### src/tgc_consts.vh
// Constants shared by the time gate controller.
// Assumes inclusion by bare name from the design file only.
`ifndef TGC_CONSTS_VH
`define TGC_CONSTS_VH

// =============================================================
// Clock and timing
`define TGC_CLK_HZ          32'd125000000
// Capture time factor 1.83 held in hundredths.
`define TGC_CAP_FACTOR_X100 32'd183
`define TGC_PCT_DIV         32'd100
`define TGC_CAP_NUM         (`TGC_CAP_FACTOR_X100 * (`TGC_CLK_HZ / `TGC_PCT_DIV))
// Steps of the capture length divider, one quotient bit each.
`define TGC_DIV_STEPS       6'h20

// =============================================================
// Limits and defaults
`define TGC_FFT_MAX_SPAN_HZ 32'd10000000
`define TGC_DEF_POINTS      16'd401

// =============================================================
// Gating method codes
`define TGC_METH_NONE       2'h0
`define TGC_METH_FFT        2'h1
`define TGC_METH_VIDEO      2'h2
`define TGC_METH_SWEEP      2'h3

`endif

### src/tgc_gate_ctrl.v
// Time gate controller: trigger synchroniser, level gate, edge gate with
// delay and length, gated FFT capture, gated video and gated sweep ramp.
// Assumes one 125 MHz core clock with synchronous reset; the gate trigger
// pin is asynchronous; configuration ports are static around I_START.
`include "tgc_consts.vh"

module tgc_gate_ctrl #(
  parameter CW = 32,
  parameter VW = 16,
  parameter SW = 16,
  parameter RW = 24,
  parameter PW = 16
) (
  // Clock and reset
  input  wire          I_CORE_CLK,
  input  wire          I_RESET,
  // Gate trigger pin
  input  wire          I_GATE_TRIG,
  // Measurement configuration
  input  wire          I_START,
  input  wire          I_STOP,
  input  wire          I_EDGE_MODE,
  input  wire [1:0]    I_METHOD,
  input  wire [CW-1:0] I_GATE_DELAY,
  input  wire [CW-1:0] I_GATE_LENGTH,
  input  wire [31:0]   I_RESOLUTION_BANDWIDTH_SETTING,
  input  wire [31:0]   I_SPAN_HZ,
  input  wire [PW-1:0] I_DISPLAY_POINTS,
  input  wire [CW-1:0] I_BURST_CYCLE,
  input  wire [CW+PW-1:0] I_SWEEP_TIME,
  // Data paths
  input  wire [SW-1:0] I_IF_SAMPLE,
  input  wire [VW-1:0] I_VIDEO,
  input  wire [RW-1:0] I_RAMP_STEP,
  // Status
  output reg           O_RUNNING,
  output reg           O_GATE_OPEN,
  output reg           O_FFT_DENIED,
  output reg           O_SWEEP_TOO_SHORT,
  output reg  [CW+PW-1:0] O_MIN_SWEEP,
  output reg           O_PEAK_DET,
  // Capture stream
  output reg           O_CAP_VALID,
  output reg  [SW-1:0] O_CAP_DATA,
  output reg           O_CAP_LAST,
  // Video and ramp
  output reg  [VW-1:0] O_VIDEO,
  output reg  [RW-1:0] O_RAMP
);

  localparam [2:0] ST_IDLE  = 3'h1;
  localparam [2:0] ST_DELAY = 3'h2;
  localparam [2:0] ST_OPEN  = 3'h4;
  localparam [5:0] DIV_STEPS = `TGC_DIV_STEPS;

  // =============================================================
  // Trigger synchroniser
  reg trig_m;
  reg trig_s;
  reg trig_d;
  always @(posedge I_CORE_CLK) begin
    if (I_RESET) begin
      trig_m <= 1'b0;
      trig_s <= 1'b0;
      trig_d <= 1'b0;
    end else begin
      trig_m <= I_GATE_TRIG;
      trig_s <= trig_m;
      trig_d <= trig_s;
    end
  end
  wire trig_rise = trig_s & ~trig_d;

  // =============================================================
  // Configuration latched at start
  reg          run;
  reg          edge_mode;
  reg [1:0]    method;
  reg [CW-1:0] delay_cfg;
  reg [CW-1:0] length_cfg;
  wire fft_ok = (I_SPAN_HZ <= `TGC_FFT_MAX_SPAN_HZ);
  wire start_ok = I_START & ~((I_METHOD == `TGC_METH_FFT) & ~fft_ok);

  always @(posedge I_CORE_CLK) begin
    if (I_RESET) begin
      run        <= 1'b0;
      edge_mode  <= 1'b0;
      method     <= `TGC_METH_NONE;
      delay_cfg  <= {CW{1'b0}};
      length_cfg <= {CW{1'b0}};
    end else begin
      if (I_STOP) begin
        run <= 1'b0;
      end else if (start_ok) begin
        run        <= 1'b1;
        edge_mode  <= I_EDGE_MODE;
        method     <= I_METHOD;
        delay_cfg  <= I_GATE_DELAY;
        length_cfg <= I_GATE_LENGTH;
      end
    end
  end

  // =============================================================
  // Capture length divider: cycles = factor * clock / bandwidth
  reg [31:0] div_q;
  reg [31:0] div_r;
  reg [31:0] div_d;
  reg [5:0]  div_n;
  reg        div_busy;
  reg [31:0] cap_len;
  wire [32:0] div_trial = {div_r, div_q[31]} - {1'b0, div_d};

  always @(posedge I_CORE_CLK) begin
    if (I_RESET) begin
      div_q    <= 32'h0;
      div_r    <= 32'h0;
      div_d    <= 32'h0;
      div_n    <= 6'h0;
      div_busy <= 1'b0;
      cap_len  <= 32'h1;
    end else if (start_ok) begin
      div_q    <= `TGC_CAP_NUM;
      div_r    <= 32'h0;
      div_d    <= (I_RESOLUTION_BANDWIDTH_SETTING == 32'h0) ? 32'h1
                  : I_RESOLUTION_BANDWIDTH_SETTING;
      div_n    <= DIV_STEPS;
      div_busy <= 1'b1;
    end else if (div_busy) begin
      if (div_trial[32]) begin
        div_r <= {div_r[30:0], div_q[31]};
        div_q <= {div_q[30:0], 1'b0};
      end else begin
        div_r <= div_trial[31:0];
        div_q <= {div_q[30:0], 1'b1};
      end
      div_n <= div_n - 6'h1;
      if (div_n == 6'h1) begin
        div_busy <= 1'b0;
        cap_len  <= (div_trial[32] && div_q[30:0] == 31'h0) ? 32'h1
                    : {div_q[30:0], ~div_trial[32]};
      end
    end
  end

  // =============================================================
  // Edge gate sequencer
  reg [2:0]    state;
  reg [2:0]    next_state;
  reg [CW-1:0] cnt;
  reg [CW-1:0] next_cnt;
  wire is_fft = (method == `TGC_METH_FFT);
  wire [CW-1:0] open_len = is_fft ? cap_len[CW-1:0] : length_cfg;
  wire [CW-1:0] open_load = (open_len == {CW{1'b0}}) ? {CW{1'b0}}
                            : open_len - {{(CW-1){1'b0}}, 1'b1};

  always @* begin
    next_state = state;
    next_cnt   = cnt;
    case (state)
      ST_IDLE: begin
        if (run && edge_mode && !div_busy && trig_rise) begin
          if (delay_cfg == {CW{1'b0}}) begin
            next_state = ST_OPEN;
            next_cnt   = open_load;
          end else begin
            next_state = ST_DELAY;
            next_cnt   = delay_cfg - {{(CW-1){1'b0}}, 1'b1};
          end
        end
      end
      ST_DELAY: begin
        if (cnt == {CW{1'b0}}) begin
          next_state = ST_OPEN;
          next_cnt   = open_load;
        end else begin
          next_cnt = cnt - {{(CW-1){1'b0}}, 1'b1};
        end
      end
      ST_OPEN: begin
        if (cnt == {CW{1'b0}}) begin
          next_state = ST_IDLE;
        end else begin
          next_cnt = cnt - {{(CW-1){1'b0}}, 1'b1};
        end
      end
      default: begin
        next_state = ST_IDLE;
        next_cnt   = {CW{1'b0}};
      end
    endcase
    if (!run) begin
      next_state = ST_IDLE;
    end
  end

  always @(posedge I_CORE_CLK) begin
    if (I_RESET) begin
      state <= ST_IDLE;
      cnt   <= {CW{1'b0}};
    end else begin
      state <= next_state;
      cnt   <= next_cnt;
    end
  end

  // Gate is open from level in level mode, from the sequencer in edge mode.
  wire gate = run & (edge_mode ? (state == ST_OPEN) : (trig_s & ~div_busy));

  // =============================================================
  // Level mode FFT capture length counter
  reg [31:0] lvl_cnt;
  wire lvl_done = (lvl_cnt == 32'h0);
  always @(posedge I_CORE_CLK) begin
    if (I_RESET) begin
      lvl_cnt <= 32'h0;
    end else if (!gate) begin
      lvl_cnt <= cap_len - 32'h1;
    end else if (!lvl_done) begin
      lvl_cnt <= lvl_cnt - 32'h1;
    end
  end
  reg lvl_spent;
  always @(posedge I_CORE_CLK) begin
    if (I_RESET || !gate) begin
      lvl_spent <= 1'b0;
    end else if (lvl_done) begin
      lvl_spent <= 1'b1;
    end
  end

  wire cap_en = is_fft & gate & (edge_mode | ~lvl_spent);
  wire cap_end = edge_mode ? (cnt == {CW{1'b0}}) : lvl_done;

  // =============================================================
  // Registered outputs
  wire [CW+PW-1:0] min_sweep = I_DISPLAY_POINTS * I_BURST_CYCLE;
  wire is_video = (method == `TGC_METH_VIDEO);
  wire is_sweep = (method == `TGC_METH_SWEEP);

  always @(posedge I_CORE_CLK) begin
    if (I_RESET) begin
      O_RUNNING         <= 1'b0;
      O_GATE_OPEN       <= 1'b0;
      O_FFT_DENIED      <= 1'b0;
      O_SWEEP_TOO_SHORT <= 1'b0;
      O_MIN_SWEEP       <= {(CW+PW){1'b0}};
      O_PEAK_DET        <= 1'b0;
      O_CAP_VALID       <= 1'b0;
      O_CAP_DATA        <= {SW{1'b0}};
      O_CAP_LAST        <= 1'b0;
      O_VIDEO           <= {VW{1'b0}};
      O_RAMP            <= {RW{1'b0}};
    end else begin
      O_RUNNING         <= run;
      O_GATE_OPEN       <= gate;
      O_FFT_DENIED      <= (I_METHOD == `TGC_METH_FFT) & ~fft_ok;
      O_MIN_SWEEP       <= min_sweep;
      O_SWEEP_TOO_SHORT <= (I_METHOD == `TGC_METH_VIDEO) & (I_SWEEP_TIME < min_sweep);
      O_PEAK_DET        <= run & is_video;
      O_CAP_VALID       <= cap_en;
      O_CAP_DATA        <= cap_en ? I_IF_SAMPLE : {SW{1'b0}};
      O_CAP_LAST        <= cap_en & cap_end;
      O_VIDEO           <= (is_video && !gate) ? {VW{1'b0}} : I_VIDEO;
      if (start_ok) begin
        O_RAMP <= {RW{1'b0}};
      end else if (run && (!is_sweep || gate)) begin
        O_RAMP <= O_RAMP + I_RAMP_STEP;
      end
    end
  end

endmodule // tgc_gate_ctrl

### config.mk
export PLATFORM = sky130hd
export DESIGN_NAME = tgc_gate_ctrl
export DESIGN_NICKNAME = d
export VERILOG_FILES = /design/src/tgc_gate_ctrl.v
export VERILOG_INCLUDE_DIRS = /design/src
export SDC_FILE = /design/constraint.sdc
export NUM_CORES = 2
export LEC_CHECK = 0
export BUFFER_PORTS_ARGS = -buffer_cell sky130_fd_sc_hd__buf_2
export CAP_MARGIN = 20
export CORE_MARGIN = 2
export CORE_UTILIZATION = 50
export DETAILED_ROUTE_END_ITERATION = 12
export GPL_TIMING_DRIVEN = 0
export PLACE_DENSITY = 0.7
export SLEW_MARGIN = 40
export SYNTH_ARGS = -nofsm -noshare
export SYNTH_HDL_FRONTEND = slang
export SYNTH_SLANG_ARGS = --single-unit
### constraint.sdc
create_clock -name I_CORE_CLK -period 23 [get_ports I_CORE_CLK]
set_clock_uncertainty 0.2 [all_clocks]
set_input_delay 6.9 -clock I_CORE_CLK [delete_from_list [all_inputs] [get_ports I_CORE_CLK]]
set_output_delay 6.9 -clock I_CORE_CLK [all_outputs]
set_load 0.01 [all_outputs]
Word-level counts from Yosys, hierarchy flattened
Cells that the tools add are included.
{"block": "classes", "n_addsub": 8, "mul": 1, "n_div": 0, "order_cmp": 2, "n_eq_ne": 14, "n_shift": 0, "n_mux": 27, "bitwise": 21, "reduce_logical": 27}
{"op": "$mux W32", "count": 11}
{"op": "$logic_not A32 Y1", "count": 5}
{"op": "$sub A32 B1 Y32 const B", "count": 5}
{"op": "$pmux W32 S3", "count": 1}
{"op": "$mux W28", "count": 2}
{"op": "$lt A48 B48 Y1", "count": 1}
{"op": "$mul A16 B32 Y48", "count": 1}
{"op": "$sub A33 B32 Y33", "count": 1}
{"op": "$le A32 B24 Y1 const B", "count": 1}
{"op": "$logic_not A31 Y1", "count": 1}
{"op": "$add A24 B24 Y24", "count": 1}
{"op": "$mux W3", "count": 4}
{"op": "$mux W6", "count": 2}
{"op": "$and A1 B1 Y1", "count": 10}
{"op": "$not A1 Y1", "count": 10}
{"op": "$reduce_or A2 Y1", "count": 5}
{"op": "$pmux W3 S3", "count": 1}
{"op": "$ne A2 B2 Y1 const B", "count": 4}
{"op": "$eq A2 B2 Y1 const B", "count": 3}
{"op": "$eq A6 B1 Y1 const B", "count": 1}
{"op": "$logic_and A1 B1 Y1", "count": 6}
{"op": "$mux W1", "count": 6}
{"op": "$reduce_and A3 Y1", "count": 2}
{"op": "$sub A6 B1 Y6 const B", "count": 1}
{"op": "other kinds (10)", "count": 15}
{"block": "totals", "register_bits": 385, "latch_bits": 0, "ramBits": 0, "mem_bits_ro": 0, "input_bits": 288, "out_inout_bits": 111, "elab_cells": 131, "n_memories": 0}

Depth between registers and ports, before layout
{"block": "logic_depth", "word_depth": 8, "ltp_mapped": 35, "depth_no_buf": 34}

Worst setup path before layout
Ideal clock, no wire load.
{"block": "synth_path", "kind": "input to register", "start": "input I_BURST_CYCLE[17]", "end": "register O_SWEEP_TOO_SHORT", "setup_time_ps": 70, "t_arrival_ps": 13808, "required_ps": 22730, "path_slack_ps": 8922, "stages": 32, "path_buffers": 1, "path_cell_list": "clkbuf_1 nand2_1 fa_1 fa_1 fa_1 inv_1 fa_1 fa_1 inv_1 fa_1 inv_1 ha_1 a21o_1 a21o_1 a21o_1 nor3_1 o211ai_1 a311oi_1 o211ai_1 a21oi_1 xor2_1 ha_1 a21o_1 a21o_1 a21o_1 a21o_1 a21o_1 a21o_1 a21oi_1 o31a_1 o31ai_1 a21oi_1"}
{"block": "synth_between", "elab_chain_len": 3}
{"element": "from (decl)", "line": "tgc_gate_ctrl.v:29", "rtl": "input wire [CW-1:0] I_BURST_CYCLE,"}
{"element": "$mul A16 B32 Y48", "line": "tgc_gate_ctrl.v:237", "rtl": "wire [CW+PW-1:0] min_sweep = I_DISPLAY_POINTS * I_BURST_CYCLE;"}
{"element": "$lt A48 B48 Y1", "line": "tgc_gate_ctrl.v:259", "rtl": "O_SWEEP_TOO_SHORT <= (I_METHOD == `TGC_METH_VIDEO) & (I_SWEEP_TIME < min_sweep);"}
{"element": "$and A1 B1 Y1", "line": "tgc_gate_ctrl.v:259"}
{"element": "to (signal assigned)", "line": "tgc_gate_ctrl.v:259"}
{"element": "to (decl)", "line": "tgc_gate_ctrl.v:39", "rtl": "output reg O_SWEEP_TOO_SHORT,"}
No other way between the ends.
A chain may end at the register's enable or synchronous reset.

Worst setup path after layout
{"block": "layout_path", "start": "input I_BURST_CYCLE[16]", "end": "register O_SWEEP_TOO_SHORT"}
The elaborated chain is that of the path after synthesis.

==> impl_metrics.tcl <==
set metrics [dict create \
    outcome "complete, no violations" \
    fin_crit_sh 0.6755 \
    clock_latency_ps 610 \
    routed_wl_microns 119300 \
    die_w_microns 276.4 \
    num_io_pins 399 \
    synth_edf_count 0 \
    yosysMostFrequentCell "nand2_1" \
    die_area_sq_um 76400 \
    final_cells 5905 \
    overflow 0 \
    hold_buffers 0 \
    drt-initial-drc-count 2563 \
    yosys_warnings 0 \
    cts_tree "yes" \
    post_cts_buffers 0 \
    synthMuxAreaShare 0.03339 \
    drive_gt1_frac 0.1091 \
    synth_cell_types 85 \
    ys_async_sr_fraction 0 \
    end_kind "flop" \
    yosys_most_used_dff "dfxtp_1" \
    synth_top_area_frac 0.2266 \
    rows 99 \
    clk_pin_slew_ps 60 \
    synth_area_sq_um 37100 \
    vias_per_cell 5.571 \
    synth_top_family_by_area "adder cells" \
    gp_congestion 1.013 \
    synthAdderAreaFrac 0.3042 \
    path_max_fanout 10 \
    track_usage 0.3112 \
    cpMostUsedCell "a21o_1" \
    max_slew.worst_pin.slew_ps 879.1 \
    avgSynthCellArea_sq_um 8.317 \
    wire_per_inst_microns 20.20 \
    drc 0 \
    rrSetupSlack_ps 17480 \
    crit_type "primary input to flop" \
    rsz0062_at_grt "false" \
    ys_top_cells_by_count "nand2_1, inv_1, fa_1, dfxtp_1, a21oi_1" \
    antenna_found_initial 10 \
    maxCapViolations 0 \
    synthSimpleGateAreaFrac 0.2017 \
    synth-compound-area-share 0.1238 \
    dp_hpwl_microns 98080 \
    cts_max_level 2 \
    die_y_microns 276.4 \
    ant_nets 0 \
    first_global_vias 32550 \
    routed-via-count 32900 \
    placed_cells 5820 \
    finalNetCount 5844 \
    area_delta_synth_final_pct 12.72 \
    cp_slowest_cell "clkbuf_1" \
    finalSetupViolations 0 \
    slew_headroom 0.4057 \
    synth-seq-cells 385 \
    syn_inst 4461 \
    grt_max_degree 14 \
    cp.required_ps 23320 \
    grt_pass1_wl_microns 186200 \
    r2r_cells 17 \
    critical-path-max-stage-delay_ps 600 \
    synth_top_cell_by_area "fa_1" \
    hold_class "flop to flop" \
    synth_nets 5399 \
    worst-endpoint-arrival_ps 15850 \
    clockBufferDepth 3 \
    design.core.area_sq_um 73210 \
    synth_area_leaders "fa_1, dfxtp_1, ha_1" \
    reg2reg_from "div_busy$_SDFF_PP0_" \
    min_to "O_RAMP[15]$_SDFFE_PP0P_" \
    io_buffers 398 \
    drtPass1Iterations 5 \
    tns_ps 0 \
    max_freq_mhz 64.36 \
    start_util 0.5068 \
    hold_violations 0 \
    synth_xor_area_frac 0.04984 \
    holdPathStages 2 \
    rr_endpoint "lvl_cnt[30]$_SDFFE_PP0P_" \
    ys_seq_area_frac 0.2077 \
    min_from "O_RAMP[15]$_SDFFE_PP0P_" \
    critPathLaunchType "primary input" \
    period_needed_ps 15540 \
    cts_num_sinks 385 \
    finalMaxSlewViolations 0 \
    critPathLaunch "I_BURST_CYCLE[16]" \
    postCtsResizedCells 0 \
    cts_root_buffer "clkbuf_16" \
    cts_buffers 43 \
]
area by class of cell:
class                      count  area (sq um)
clock buffer                  63          1261
buffer                       219         928.4
antenna                        6         15.01
sequential                   385          7707
clock inverter                16         191.4
fill                        6801         31380
inverter                     537          2016
multi-input combinational   3320         26500
tap                          959          1200
timing repair buffer         400          2007
worst max-delay path: cells and delay by family:
family / cells / cell delay (ps)
buffers and inverters: 5 / 930
AND/OR/NAND/NOR: 2 / 340
XOR/XNOR: 1 / 480
AO/OA/AOI/OAI: 17 / 3370
adder cells (fa/ha/maj): 8 / 3800
worst max-delay path by stage:
stage / end / slack, ps / depth (start not counted)
floorplan: O_SWEEP_TOO_SHORT$_SDFF_PP0_ / 8920 / 32
global placement: O_SWEEP_TOO_SHORT$_SDFF_PP0_ / 6720 / 31
detailed placement: O_SWEEP_TOO_SHORT$_SDFF_PP0_ / 7020 / 33
CTS: O_SWEEP_TOO_SHORT$_SDFF_PP0_ / 7620 / 33
global route: O_SWEEP_TOO_SHORT$_SDFF_PP0_ / 7180 / 32
finish: O_SWEEP_TOO_SHORT$_SDFF_PP0_ / 7460 / 33
cell usage in the layout, fill, tap and decap left out, drive strengths merged, types with 7 or more instances in the layout:
cell type,count
or4,11
o22ai,28
a21oi,322
nand2b,24
fa,420
o21ai,131
nand3,43
clkbuf,248
a211oi,35
inv,540
o211ai,14
or3,25
o21bai,16
nand3b,8
ha,230
nor2,299
nor4,48
and3,25
o31ai,14
nor3,78
nor2b,33
or2,7
o21a,24
buf,433
a31oi,15
nand4,37
dfxtp,385
mux2i,117
and2,244
xnor2,130
a21o,84
xor2,79
nand2,683
clkinv,9
metal layers:
layer,part of all wire,GRT usage,routed length (microns)
met5,0.00054,0,64
met3,0.095,0.06938,11320
met1,0.41,0.4067,48990
met4,0.039,0.1094,4644
met2,0.46,0.5074,54290
registers in the layout, indices dropped and copies added (netlist names), 2 cells and up:
name         cells
O_VIDEO         16
cnt             32
O_CAP_DATA      16
div_r           32
O_RAMP          24
length_cfg      32
method           2
lvl_cnt         32
div_n            6
delay_cfg       32
state            3
div_q           32
cap_len         32
O_MIN_SWEEP     48
div_d           32
cells by family after synthesis:
family / after synthesis
AND/OR/NAND/NOR: 1591
buffers and inverters: 756
XOR/XNOR: 209
AO/OA/AOI/OAI: 747
multiplexers: 123
flip-flops: 385
adder cells (fa/ha/maj): 650
stage by stage:
stage | hold slack, ps | util | area (sq um) | setup slack [ps]
floorplan | 213.8 | - | 37100 | 8922
global placement | 248.3 | 0.5504 | 40290 | 6717
detailed placement | 264.0 | 0.5511 | 40340 | 7025
CTS | 274.7 | 0.5710 | 41800 | 7623
global route | 290.3 | 0.5712 | 41820 | 7182
finish | 271.3 | 0.5713 | 41820 | 7463
Power is left out: the tool's default activity adds up to more than one toggle a clock period on the data nets, which glitch-free logic cannot reach.
